--- src/common/tmr_pkg.sv ---
// Purpose: Shared constants of the 8-bit compare-match timer channel
// Assumes: Byte-wide register port with a 3-bit register index
// Notes: Offsets and control bit positions are local choices
package tmr_pkg;
   // Register indices
   localparam logic [2:0] OFF_CONTROL = 3'h0;
   localparam logic [2:0] OFF_STATUS = 3'h1;
   localparam logic [2:0] OFF_CONST_A = 3'h2;
   localparam logic [2:0] OFF_CONST_B = 3'h3;
   localparam logic [2:0] OFF_COUNTER = 3'h4;
   // timer_control fields
   localparam int CTL_MATCH_B_IE = 7;
   localparam int CTL_MATCH_A_IE = 6;
   localparam int CTL_ROLL_IE = 5;
   localparam int CTL_CLR_HI = 4;
   localparam int CTL_CLR_LO = 3;
   localparam int CTL_CKS_HI = 2;
   // timer_status_output fields; flag vector order is {b, a, rollover}
   localparam int ST_FLAG_HI = 7;
   localparam int ST_FLAG_LO = 5;
   localparam int ST_OS_B_HI = 3;
   localparam int ST_OS_B_LO = 2;
   localparam int ST_OS_A_HI = 1;
   localparam int ST_OS_A_LO = 0;
   localparam int FLAG_B = 2;
   localparam int FLAG_A = 1;
   localparam int FLAG_ROLL = 0;
   // Reset values
   localparam logic [7:0] CONTROL_RESET = 8'h00;
   localparam logic [7:0] STATUS_RESET = 8'h10;
   localparam logic [7:0] CONST_RESET = 8'hFF;
   localparam logic [7:0] COUNTER_RESET = 8'h00;
   localparam logic [7:0] COUNT_MAX = 8'hFF;
   // Counter clear select codes
   localparam logic [1:0] CLR_NONE = 2'h0;
   localparam logic [1:0] CLR_MATCH_A = 2'h1;
   localparam logic [1:0] CLR_MATCH_B = 2'h2;
   localparam logic [1:0] CLR_EXT = 2'h3;
   // Output actions; numeric order equals precedence
   localparam logic [1:0] OUT_KEEP = 2'h0;
   localparam logic [1:0] OUT_ZERO = 2'h1;
   localparam logic [1:0] OUT_ONE = 2'h2;
   localparam logic [1:0] OUT_TOGGLE = 2'h3;
   // Clock select low bits; bit 2 picks the external input
   localparam logic [1:0] CKS_STOP = 2'h0;
   localparam logic [1:0] CKS_DIV8 = 2'h1;
   localparam logic [1:0] CKS_DIV64 = 2'h2;
   localparam logic [1:0] CKS_DIV1024 = 2'h3;
   localparam logic [1:0] EXT_RISE = 2'h1;
   localparam logic [1:0] EXT_FALL = 2'h2;
   localparam logic [1:0] EXT_BOTH = 2'h3;
   // Prescaler taps: bit k has a period of 2^(k+1) clocks
   localparam int PRESCALE_WIDTH = 10;
   localparam int TAP_DIV8 = 2;
   localparam int TAP_DIV64 = 5;
   localparam int TAP_DIV1024 = 9;
endpackage

--- src/design/count_source.sv ---
// Purpose: Prescaler, clock source select and count pulse generation
// Assumes: ext_clk_in is asynchronous to clk
// Notes: Pulse comes from a falling edge of the selected level
`timescale 1ns/10ps
`default_nettype none
module count_source #(
   parameter int PRE_W = tmr_pkg::PRESCALE_WIDTH
) (
   // Clock and reset
   input wire logic clk,
   input wire logic rst_n,
   // Control
   input wire logic [2:0] clock_sel,
   input wire logic ext_clk_in,
   // Result
   output logic count_pulse
);
   generate
      if (PRE_W < tmr_pkg::TAP_DIV1024 + 1) begin : g_bad_width
         $error("count_source: prescaler too narrow for the slowest tap");
      end
   endgenerate

   logic [PRE_W-1:0] prescale_r;
   logic ext_meta_r;
   logic ext_sync_r;
   logic ext_prev_r;
   logic level_prev_r;

   wire [1:0] sel_lo = clock_sel[1:0];
   wire int_level = (sel_lo == tmr_pkg::CKS_DIV8) ? prescale_r[tmr_pkg::TAP_DIV8] :
                    (sel_lo == tmr_pkg::CKS_DIV64) ? prescale_r[tmr_pkg::TAP_DIV64] :
                    (sel_lo == tmr_pkg::CKS_DIV1024) ? prescale_r[tmr_pkg::TAP_DIV1024] :
                    1'b0;
   // Rising mode counts a falling edge of the inverted input
   wire ext_level = (sel_lo == tmr_pkg::EXT_RISE) ? ~ext_sync_r :
                    (sel_lo == tmr_pkg::CKS_STOP) ? 1'b0 : ext_sync_r;
   wire sel_level = clock_sel[tmr_pkg::CTL_CKS_HI] ? ext_level : int_level;
   wire both_rise = clock_sel[tmr_pkg::CTL_CKS_HI] && (sel_lo == tmr_pkg::EXT_BOTH) &&
                    ext_sync_r && !ext_prev_r;

   // A reselection from high to low is itself a falling edge
   assign count_pulse = (level_prev_r && !sel_level) || both_rise;

   always_ff @(posedge clk or negedge rst_n) begin
      if (!rst_n) begin
         prescale_r <= '0;
         ext_meta_r <= 1'b0;
         ext_sync_r <= 1'b0;
         ext_prev_r <= 1'b0;
         level_prev_r <= 1'b0;
      end else begin
         prescale_r <= prescale_r + 1'b1;
         ext_meta_r <= ext_clk_in;
         ext_sync_r <= ext_meta_r;
         ext_prev_r <= ext_sync_r;
         level_prev_r <= sel_level;
      end
   end
endmodule
`default_nettype wire

--- src/design/match_unit.sv ---
// Purpose: One time-constant register with its compare-match detector
// Assumes: count_pulse marks the last cycle of the current count
// Notes: A write in the same cycle suppresses the match
`timescale 1ns/10ps
`default_nettype none
module match_unit (
   // Clock and reset
   input wire logic clk,
   input wire logic rst_n,
   // Register write
   input wire logic wr_en,
   input wire logic [7:0] wdata,
   // Counter view
   input wire logic [7:0] count,
   input wire logic count_pulse,
   // Results
   output logic [7:0] constant,
   output logic match
);
   logic [7:0] const_r;

   // Match fires in the last state of the equal count
   assign match = count_pulse && (count == const_r) && !wr_en;
   assign constant = const_r;

   always_ff @(posedge clk or negedge rst_n) begin
      if (!rst_n) begin
         const_r <= tmr_pkg::CONST_RESET;
      end else if (wr_en) begin
         const_r <= wdata;
      end
   end
endmodule
`default_nettype wire

--- src/design/timer_top.sv ---
// Purpose: One channel of an 8-bit compare-match timer with three requests
// Assumes: Single clock MCLK at 40 MHz; byte register port, read data next cycle
// Notes: External count and reset pins pass two flip-flops first
// Notes on behaviour
// - Three separate request lines: match A, match B, rollover.
// - Match A request high while its flag and enable are set.
// - Match B request high while its flag and enable are set.
// - Rollover request high while its flag and enable are set.
// - Clear select on match A returns counter to zero on match.
// - Output selection 0110: high on match A, low on match B.
// - Clear on A plus set/clear output gives autonomous periodic pulses.
// - Counter clear beats a simultaneous counter write.
// - Counter write beats a simultaneous increment, which is dropped.
// - Time constant write proceeds and suppresses its simultaneous match.
// - Simultaneous matches: toggle, then one, then zero, then no change.
// - Count pulse from falling edges; high to low reselect counts once.
// - High source to stopped counts once as a falling edge.
// - Reselecting while both sources are low adds no increment.
// - Internal/external source switch treated like any other edge.
// - Rollover flag set when counter goes from FF to 00.
// - Match flag set in the last state of the equal count.
// - Flags set by hardware; cleared by read-while-set then write zero.
// - Output select codes: 00 keep, 01 zero, 10 one, 11 toggle.
//
// Our own choices: the register offsets and strobed register access.
`timescale 1ns/10ps
`default_nettype none
module timer_top (
   // Clock and reset
   input wire logic MCLK,
   input wire logic RSTN,
   // Register port
   input wire logic [2:0] ADDR,
   input wire logic [7:0] WDATA,
   input wire logic WR,
   input wire logic RD,
   output logic [7:0] RDATA,
   // Pins
   input wire logic EXT_CLK,
   input wire logic EXT_RESET,
   output logic TIMER_OUT,
   output logic TIMER_OUT_EN,
   // Interrupt requests
   output logic MATCH_A_IRQ,
   output logic MATCH_B_IRQ,
   output logic OVERFLOW_IRQ
);
   logic [7:0] control_r;
   logic [3:0] out_sel_r;
   logic [2:0] flags_r;
   logic [2:0] flags_nxt;
   logic [2:0] armed_r;
   logic [2:0] armed_nxt;
   logic [7:0] count_r;
   logic [7:0] count_nxt;
   logic [7:0] rdata_r;
   logic out_r;
   logic out_nxt;
   logic xrst_meta_r;
   logic xrst_sync_r;
   logic xrst_prev_r;

   logic count_pulse;
   logic match_a;
   logic match_b;
   logic [7:0] const_a;
   logic [7:0] const_b;

   // Register decode
   wire wr_control = WR && (ADDR == tmr_pkg::OFF_CONTROL);
   wire wr_status = WR && (ADDR == tmr_pkg::OFF_STATUS);
   wire wr_const_a = WR && (ADDR == tmr_pkg::OFF_CONST_A);
   wire wr_const_b = WR && (ADDR == tmr_pkg::OFF_CONST_B);
   wire wr_counter = WR && (ADDR == tmr_pkg::OFF_COUNTER);
   wire rd_status = RD && (ADDR == tmr_pkg::OFF_STATUS);

   wire [1:0] clear_sel = control_r[tmr_pkg::CTL_CLR_HI:tmr_pkg::CTL_CLR_LO];
   wire [2:0] clock_sel = control_r[tmr_pkg::CTL_CKS_HI:0];
   wire [1:0] os_a = out_sel_r[tmr_pkg::ST_OS_A_HI:tmr_pkg::ST_OS_A_LO];
   wire [1:0] os_b = out_sel_r[tmr_pkg::ST_OS_B_HI:tmr_pkg::ST_OS_B_LO];
   wire [7:0] status_view = {flags_r, 1'b1, out_sel_r};

   count_source u_source (
      .clk(MCLK),
      .rst_n(RSTN),
      .clock_sel(clock_sel),
      .ext_clk_in(EXT_CLK),
      .count_pulse(count_pulse)
   );

   match_unit u_match_a (
      .clk(MCLK),
      .rst_n(RSTN),
      .wr_en(wr_const_a),
      .wdata(WDATA),
      .count(count_r),
      .count_pulse(count_pulse),
      .constant(const_a),
      .match(match_a)
   );

   match_unit u_match_b (
      .clk(MCLK),
      .rst_n(RSTN),
      .wr_en(wr_const_b),
      .wdata(WDATA),
      .count(count_r),
      .count_pulse(count_pulse),
      .constant(const_b),
      .match(match_b)
   );

   // Counter clear sources
   wire ext_clear = (clear_sel == tmr_pkg::CLR_EXT) && xrst_sync_r && !xrst_prev_r;
   wire cnt_clear = ((clear_sel == tmr_pkg::CLR_MATCH_A) && match_a) ||
                    ((clear_sel == tmr_pkg::CLR_MATCH_B) && match_b) || ext_clear;
   wire inc_eff = count_pulse && !cnt_clear && !wr_counter;
   wire rollover = inc_eff && (count_r == tmr_pkg::COUNT_MAX);

   // Clear, then write, then increment
   assign count_nxt = cnt_clear ? tmr_pkg::COUNTER_RESET :
                      wr_counter ? WDATA :
                      inc_eff ? 8'(count_r + 8'h01) : count_r;

   // Higher code wins when both matches act; code order is the precedence
   wire [1:0] act_a = match_a ? os_a : tmr_pkg::OUT_KEEP;
   wire [1:0] act_b = match_b ? os_b : tmr_pkg::OUT_KEEP;
   wire [1:0] act = (act_a > act_b) ? act_a : act_b;
   assign out_nxt = (act == tmr_pkg::OUT_TOGGLE) ? !out_r :
                    (act == tmr_pkg::OUT_ONE) ? 1'b1 :
                    (act == tmr_pkg::OUT_ZERO) ? 1'b0 : out_r;

   // Flags: a set in the same cycle as a clear wins
   wire [2:0] flag_set = {match_b, match_a, rollover};
   wire [2:0] wdata_flags = WDATA[tmr_pkg::ST_FLAG_HI:tmr_pkg::ST_FLAG_LO];
   wire [2:0] flag_clr = (wr_status ? (armed_r & ~wdata_flags) : 3'h0);
   assign flags_nxt = flag_set | (flags_r & ~flag_clr);
   assign armed_nxt = (rd_status ? (armed_r | flags_r) : armed_r) & flags_nxt;

   // Read mux; unmapped indices read zero
   wire [7:0] rd_mux = (ADDR == tmr_pkg::OFF_CONTROL) ? control_r :
                       (ADDR == tmr_pkg::OFF_STATUS) ? status_view :
                       (ADDR == tmr_pkg::OFF_CONST_A) ? const_a :
                       (ADDR == tmr_pkg::OFF_CONST_B) ? const_b :
                       (ADDR == tmr_pkg::OFF_COUNTER) ? count_r : 8'h00;

   always_ff @(posedge MCLK or negedge RSTN) begin
      if (!RSTN) begin
         control_r <= tmr_pkg::CONTROL_RESET;
         out_sel_r <= tmr_pkg::STATUS_RESET[3:0];
         flags_r <= tmr_pkg::STATUS_RESET[tmr_pkg::ST_FLAG_HI:tmr_pkg::ST_FLAG_LO];
         armed_r <= 3'h0;
         count_r <= tmr_pkg::COUNTER_RESET;
         out_r <= 1'b0;
         rdata_r <= 8'h00;
      end else begin
         if (wr_control) begin
            control_r <= WDATA;
         end
         if (wr_status) begin
            out_sel_r <= WDATA[3:0];
         end
         flags_r <= flags_nxt;
         armed_r <= armed_nxt;
         count_r <= count_nxt;
         out_r <= out_nxt;
         rdata_r <= RD ? rd_mux : 8'h00;
      end
   end

   always_ff @(posedge MCLK or negedge RSTN) begin
      if (!RSTN) begin
         xrst_meta_r <= 1'b0;
         xrst_sync_r <= 1'b0;
         xrst_prev_r <= 1'b0;
      end else begin
         xrst_meta_r <= EXT_RESET;
         xrst_sync_r <= xrst_meta_r;
         xrst_prev_r <= xrst_sync_r;
      end
   end

   assign RDATA = rdata_r;
   assign TIMER_OUT = out_r;
   assign TIMER_OUT_EN = |out_sel_r;
   // Three independent request lines
   assign MATCH_A_IRQ = flags_r[tmr_pkg::FLAG_A] && control_r[tmr_pkg::CTL_MATCH_A_IE];
   assign MATCH_B_IRQ = flags_r[tmr_pkg::FLAG_B] && control_r[tmr_pkg::CTL_MATCH_B_IE];
   assign OVERFLOW_IRQ = flags_r[tmr_pkg::FLAG_ROLL] && control_r[tmr_pkg::CTL_ROLL_IE];

   // Checks
   property p_match_a_irq;
      @(posedge MCLK) disable iff (!RSTN)
      (match_a && control_r[tmr_pkg::CTL_MATCH_A_IE] && !wr_control) |=> MATCH_A_IRQ;
   endproperty
   a_match_a_irq: assert property (p_match_a_irq) else $error("match A request missing");

   property p_match_b_irq;
      @(posedge MCLK) disable iff (!RSTN)
      (match_b && control_r[tmr_pkg::CTL_MATCH_B_IE] && !wr_control) |=> MATCH_B_IRQ;
   endproperty
   a_match_b_irq: assert property (p_match_b_irq) else $error("match B request missing");

   property p_rollover;
      @(posedge MCLK) disable iff (!RSTN)
      rollover |=> (count_r == 8'h00) && flags_r[tmr_pkg::FLAG_ROLL] &&
                   (OVERFLOW_IRQ == control_r[tmr_pkg::CTL_ROLL_IE]);
   endproperty
   a_rollover: assert property (p_rollover) else $error("rollover not flagged");

   property p_clear_on_a;
      @(posedge MCLK) disable iff (!RSTN)
      (match_a && clear_sel == tmr_pkg::CLR_MATCH_A) |=> (count_r == 8'h00);
   endproperty
   a_clear_on_a: assert property (p_clear_on_a) else $error("counter not cleared on A");

   property p_clear_beats_write;
      @(posedge MCLK) disable iff (!RSTN)
      (cnt_clear && wr_counter) |=> (count_r == 8'h00);
   endproperty
   a_clear_beats_write: assert property (p_clear_beats_write) else $error("write beat clear");

   property p_write_beats_inc;
      @(posedge MCLK) disable iff (!RSTN)
      (wr_counter && count_pulse && !cnt_clear) |=> (count_r == $past(WDATA));
   endproperty
   a_write_beats_inc: assert property (p_write_beats_inc) else $error("increment beat write");

   property p_const_write_mutes;
      @(posedge MCLK) disable iff (!RSTN)
      (WR && ADDR == tmr_pkg::OFF_CONST_A) |-> !match_a ##1 (const_a == $past(WDATA));
   endproperty
   a_const_write_mutes: assert property (p_const_write_mutes) else $error("match not muted");

   property p_toggle_wins;
      @(posedge MCLK) disable iff (!RSTN)
      (match_a && match_b && (os_a == tmr_pkg::OUT_TOGGLE || os_b == tmr_pkg::OUT_TOGGLE))
         |=> (TIMER_OUT != $past(TIMER_OUT));
   endproperty
   a_toggle_wins: assert property (p_toggle_wins) else $error("toggle lost priority");

   property p_pulse_mode;
      @(posedge MCLK) disable iff (!RSTN)
      (match_b && !match_a && os_b == tmr_pkg::OUT_ZERO) |=> !TIMER_OUT;
   endproperty
   a_pulse_mode: assert property (p_pulse_mode) else $error("output not driven low");

   property p_write_one_keeps;
      @(posedge MCLK) disable iff (!RSTN)
      (wr_status && WDATA[tmr_pkg::ST_FLAG_HI] && !flags_r[tmr_pkg::FLAG_B] && !match_b)
         |=> !flags_r[tmr_pkg::FLAG_B];
   endproperty
   a_write_one_keeps: assert property (p_write_one_keeps) else $error("software set a flag");

   c_pulse_cycle: cover property (@(posedge MCLK) disable iff (!RSTN)
      (match_a && out_sel_r == 4'h6) ##[1:1000] (match_b && !TIMER_OUT_EN == 1'b0));
   c_overflow_irq: cover property (@(posedge MCLK) disable iff (!RSTN) $rose(OVERFLOW_IRQ));
   c_clear_vs_write: cover property (@(posedge MCLK) disable iff (!RSTN) cnt_clear && wr_counter);
endmodule
`default_nettype wire

--- config.mk ---
export PLATFORM = sky130hd
export DESIGN_NAME = timer_top
export DESIGN_NICKNAME = d
export VERILOG_FILES = /design/src/common/tmr_pkg.sv /design/src/design/count_source.sv /design/src/design/match_unit.sv /design/src/design/timer_top.sv
export SDC_FILE = /design/constraint.sdc
export NUM_CORES = 1
export LEC_CHECK = 0
export BUFFER_PORTS_ARGS = -buffer_cell sky130_fd_sc_hd__buf_2
export CAP_MARGIN = 10
export CORE_ASPECT_RATIO = 0.7
export CORE_MARGIN = 10
export CORE_UTILIZATION = 35
export CTS_CLUSTER_DIAMETER = 100
export DETAILED_ROUTE_END_ITERATION = 12
export PLACE_DENSITY = 0.52
export SKIP_LAST_GASP = 1
export SLEW_MARGIN = 20
export SYNTH_ARGS = -nofsm -noshare
export SYNTH_HDL_FRONTEND = slang
export SYNTH_SLANG_ARGS = --single-unit
--- constraint.sdc ---
create_clock -name MCLK -period 2.48 [get_ports MCLK]
set_input_delay 0.744 -clock MCLK [delete_from_list [all_inputs] [get_ports MCLK]]
set_output_delay 0.744 -clock MCLK [all_outputs]
set_load 0.02 [all_outputs]
==> impl_metrics.env <==
export IMPL_status="finished clean"
export IMPL_synth_fa_ha_area_share_pct=1.78
export IMPL_setup_slack_ns=0.0586
export IMPL_grt_pass1_vias=2684
export IMPL_synthArstFlopShare_pct=100
export IMPL_initial_core_util_pct=36.1
export IMPL_whs_ns=0.345
export IMPL_fmax_ghz=0.413
export IMPL_fillers=883
export IMPL_power_density_nw_per_um2=953
export IMPL_viasPerCell=5.19
export IMPL_drive_gt1_share_pct=42.7
export IMPL_synth_nets=339
export IMPL_end_kind="flop"
export IMPL_synthXorXnorAreaFrac_pct=7.74
export IMPL_fin_crit_sh_pct=97.6
export IMPL_finalPower_uw=4320
export IMPL_synthToLayoutAreaGrowth_pct=29.0
export IMPL_yosys_warnings=0
export IMPL_portBuffers=29
export IMPL_p_switching_uw=1390
export IMPL_drv_slew=0
export IMPL_register_area_um2=1730
export IMPL_finalWirelength_um=9340
export IMPL_power_frac_clock_pct=31.6
export IMPL_first_iter_violations=146
export IMPL_drc=0
export IMPL_synth_area_per_cell_um2=11.1
export IMPL_place_ws_ns=-0.122
export IMPL_start_kind="flop"
export IMPL_grt_use_total_pct=13.1
export IMPL_cts_max_path_buffers=2
export IMPL_synth_compound_area_share_pct=10.5
export IMPL_setup_viol=0
export IMPL_cts_sinks=68
export IMPL_cts_tree="yes"
export IMPL_hold_path_class="flop to flop"
export IMPL_post_route_min_period_ns=2.42
export IMPL_maxCapViolCount=0
export IMPL_diodes=0
export IMPL_synth_edf_count=0
export IMPL_dieArea_um2=14500
export IMPL_finalClockSkew_ns=0.00846
export IMPL_grt_max_degree=69
export IMPL_cts_root_buf="clkbuf_16"
export IMPL_synthFlopType="dfrtp_1"
export IMPL_ant_nets=0
export IMPL_grt_antenna_before_repair=0
export IMPL_syn_inst=317
export IMPL_io_pins=30
export IMPL_globalplace_congestion=0.961
export IMPL_cts_buffers=9
export IMPL_power_leakage_uw=0.00202
export IMPL_power_frac_seq_pct=38.0
export IMPL_synth_simple_gate_area_share_pct=14.4
export IMPL_die_x_um=140
export IMPL_clk_latency_ns=0.33
export IMPL_seq_area_frac_synth_pct=49.1
export IMPL_num_nets_final=399
export IMPL_dieHeight_um=104
export IMPL_path_max_fanout=3
export IMPL_dp_final_hpwl_um=6750
export IMPL_num_vias=2649
export IMPL_ir_drop_uv=466
export IMPL_fin_setup_tns_ns=0
export IMPL_crit_required_ns=2.69
export IMPL_rsz0062_at_grt="yes"
export IMPL_combPwrFrac_pct=30.4
export IMPL_post_drt_wl_per_cell_um=18.3
export IMPL_path_clk_slew_ns=0.05
export IMPL_grt_overflow_total=0
export IMPL_core_um2=9720
export IMPL_syn_area_um2=3510
export IMPL_htree_levels=3
export IMPL_worst_setup_path_type="flop to flop"
export IMPL_dr_pass1_iters=4
export IMPL_netSwitchingFraction_pct=32.3
export IMPL_synth_top_family_by_area="simple AND/OR/NAND/NOR gates"
export IMPL_muxShareOfSynthArea_pct=13.9
export IMPL_worst_pin_slew_ns=0.523
export IMPL_ys_ff_latch=68
export IMPL_worstPathArrival_ns=2.63
export IMPL_synth_cell_types=48
export IMPL_internal_power_uw=2920
export IMPL_grt_pass1_wl_um=15100
export IMPL_relSlewSlack_pct=65.1
export IMPL_row_count=30
export IMPL_hold_violations=0
export IMPL_multi_input_area_um2=1860
## layout by cell type (no fill, tap or decap), types with 9 or more instances in the layout
master,n
buf_2,29
buf_4,33
clkbuf_16,9
dfrtp_1,48
dfstp_2,16
mux2_2,29
mux2i_1,16
nand2_1,25
nand3_1,11
nor2_1,16
xnor2_1,18
xor2_1,9
## repair_timing
item | CTS | global route
hold buffers | 0 | 0
hold endpoints to repair | 0 | 0
endpoints found under the setup margin | 1 | 1
resized for setup | 0 | 27
pin swaps | 1 | 12
setup buffers | 0 | 7
## state kept, by name, summed over array words and instances, names as in the netlist, 3 cells and up
register and cells:
RDATA 8, flags_r 3, out_sel_r 4, u_match_b.constant 8, u_match_a.constant 8, u_source.prescale_r 10
armed_r 3, control_r 8, count_r 8
## area by class of cell
cell class	count	share of cell area, %
Sequential cell	68	38.1
Tap cell	128	3.54
Inverter	9	0.746
Multi-Input combinational cell	225	41.2
Timing Repair Buffer	64	9.37
Clock inverter	4	1.60
Clock buffer	12	5.44
## Yosys cell counts, drive strengths merged (3+ instances only)
library cell  count  area [um^2]
dfrtp            52         1300
mux2             29          327
nand2            27          101
xnor2            22          193
nor2             20         82.6
dfstp            16          420
mux2i            16          160
nand3            12         60.1
clkbuf           10         37.5
inv               9         33.8
o22ai             9         56.3
xor2              9         78.8
a21oi             8         51.3
a211oi            7         57.6
a21boi            6         45.0
and3              6         37.5
o21ai             6         33.8
buf               5         21.3
ha                5         62.6
nor3              5         25.0
and2              4         25.0
nand4             4         25.0
a21o              3         22.5
nand2b            3         18.8
nor2b             3         18.8
nor3b             3         22.5
o311a             3         31.3
## cells by family (layout without fill, tap and decap cells)
kind of cell | count (synthesis) | after routing
DFF | 68 | 68
xor gates and xnor gates | 31 | 31
muxes | 45 | 45
adders and majority gates | 5 | 5
AOI/OAI and AO/OA | 48 | 48
buffers and inverters | 24 | 89
and+or+nand+nor | 96 | 96
## critical path: stages (launching register included)
cell,delay (ns)
dfstp_2,0.53
xnor2_1,0.13
nand3_2,0.17
nor4_4,0.36
and2_4,0.22
nand2_4,0.06
ha_4,0.28
a21oi_2,0.05
a21oi_2,0.13
nand2_1,0.10
o22ai_2,0.18
a31oi_1,0.09
## metal layers
metal / share of wire (%) / wire length, um / track usage, %
met1: 52 / 4890 / 19.7
met2: 41 / 3810 / 17.2
met3: 5.8 / 541 / 3.88
met4: 1.1 / 102 / 3.97
met5: 0 / 0 / 0
## per-stage QoR
step	cell area [um^2]	std cells	util (%)
2_1_floorplan	3560	317	-
5_1_grt	4530	510	46.6
4_1_cts	4350	503	44.7
3_3_place_gp	4030	487	41.4
3_5_place_dp	4030	487	41.4
6_report	4530	510	46.6
## worst paths after layout
kind                                            start                     to  slack (ns)  cells past startpoint
worst min register to register    u_source.ext_meta_r    u_source.ext_sync_r        0.34                      0
worst max register to register  u_match_b.constant[7]              TIMER_OUT        0.06                     11
min in group asynchronous                        RSTN               RDATA[2]        0.41                      2
worst min-delay path              u_source.ext_meta_r    u_source.ext_sync_r        0.34                      0
max in group asynchronous                        RSTN  u_match_b.constant[1]        1.69                      2
worst max-delay path            u_match_b.constant[7]              TIMER_OUT        0.06                     11
## power by group through the flow
stage               combinational, uW  clock, uW  sequential [uW]
finish                           1310       1360             1640
global route                     1420       1440             1670
CTS                              1180       1400             1620
detailed placement               1170          0             1630
global placement                 1170          0             1630
floorplan                         825          0             1550
Note: power is estimated with default switching activity, not from simulation.
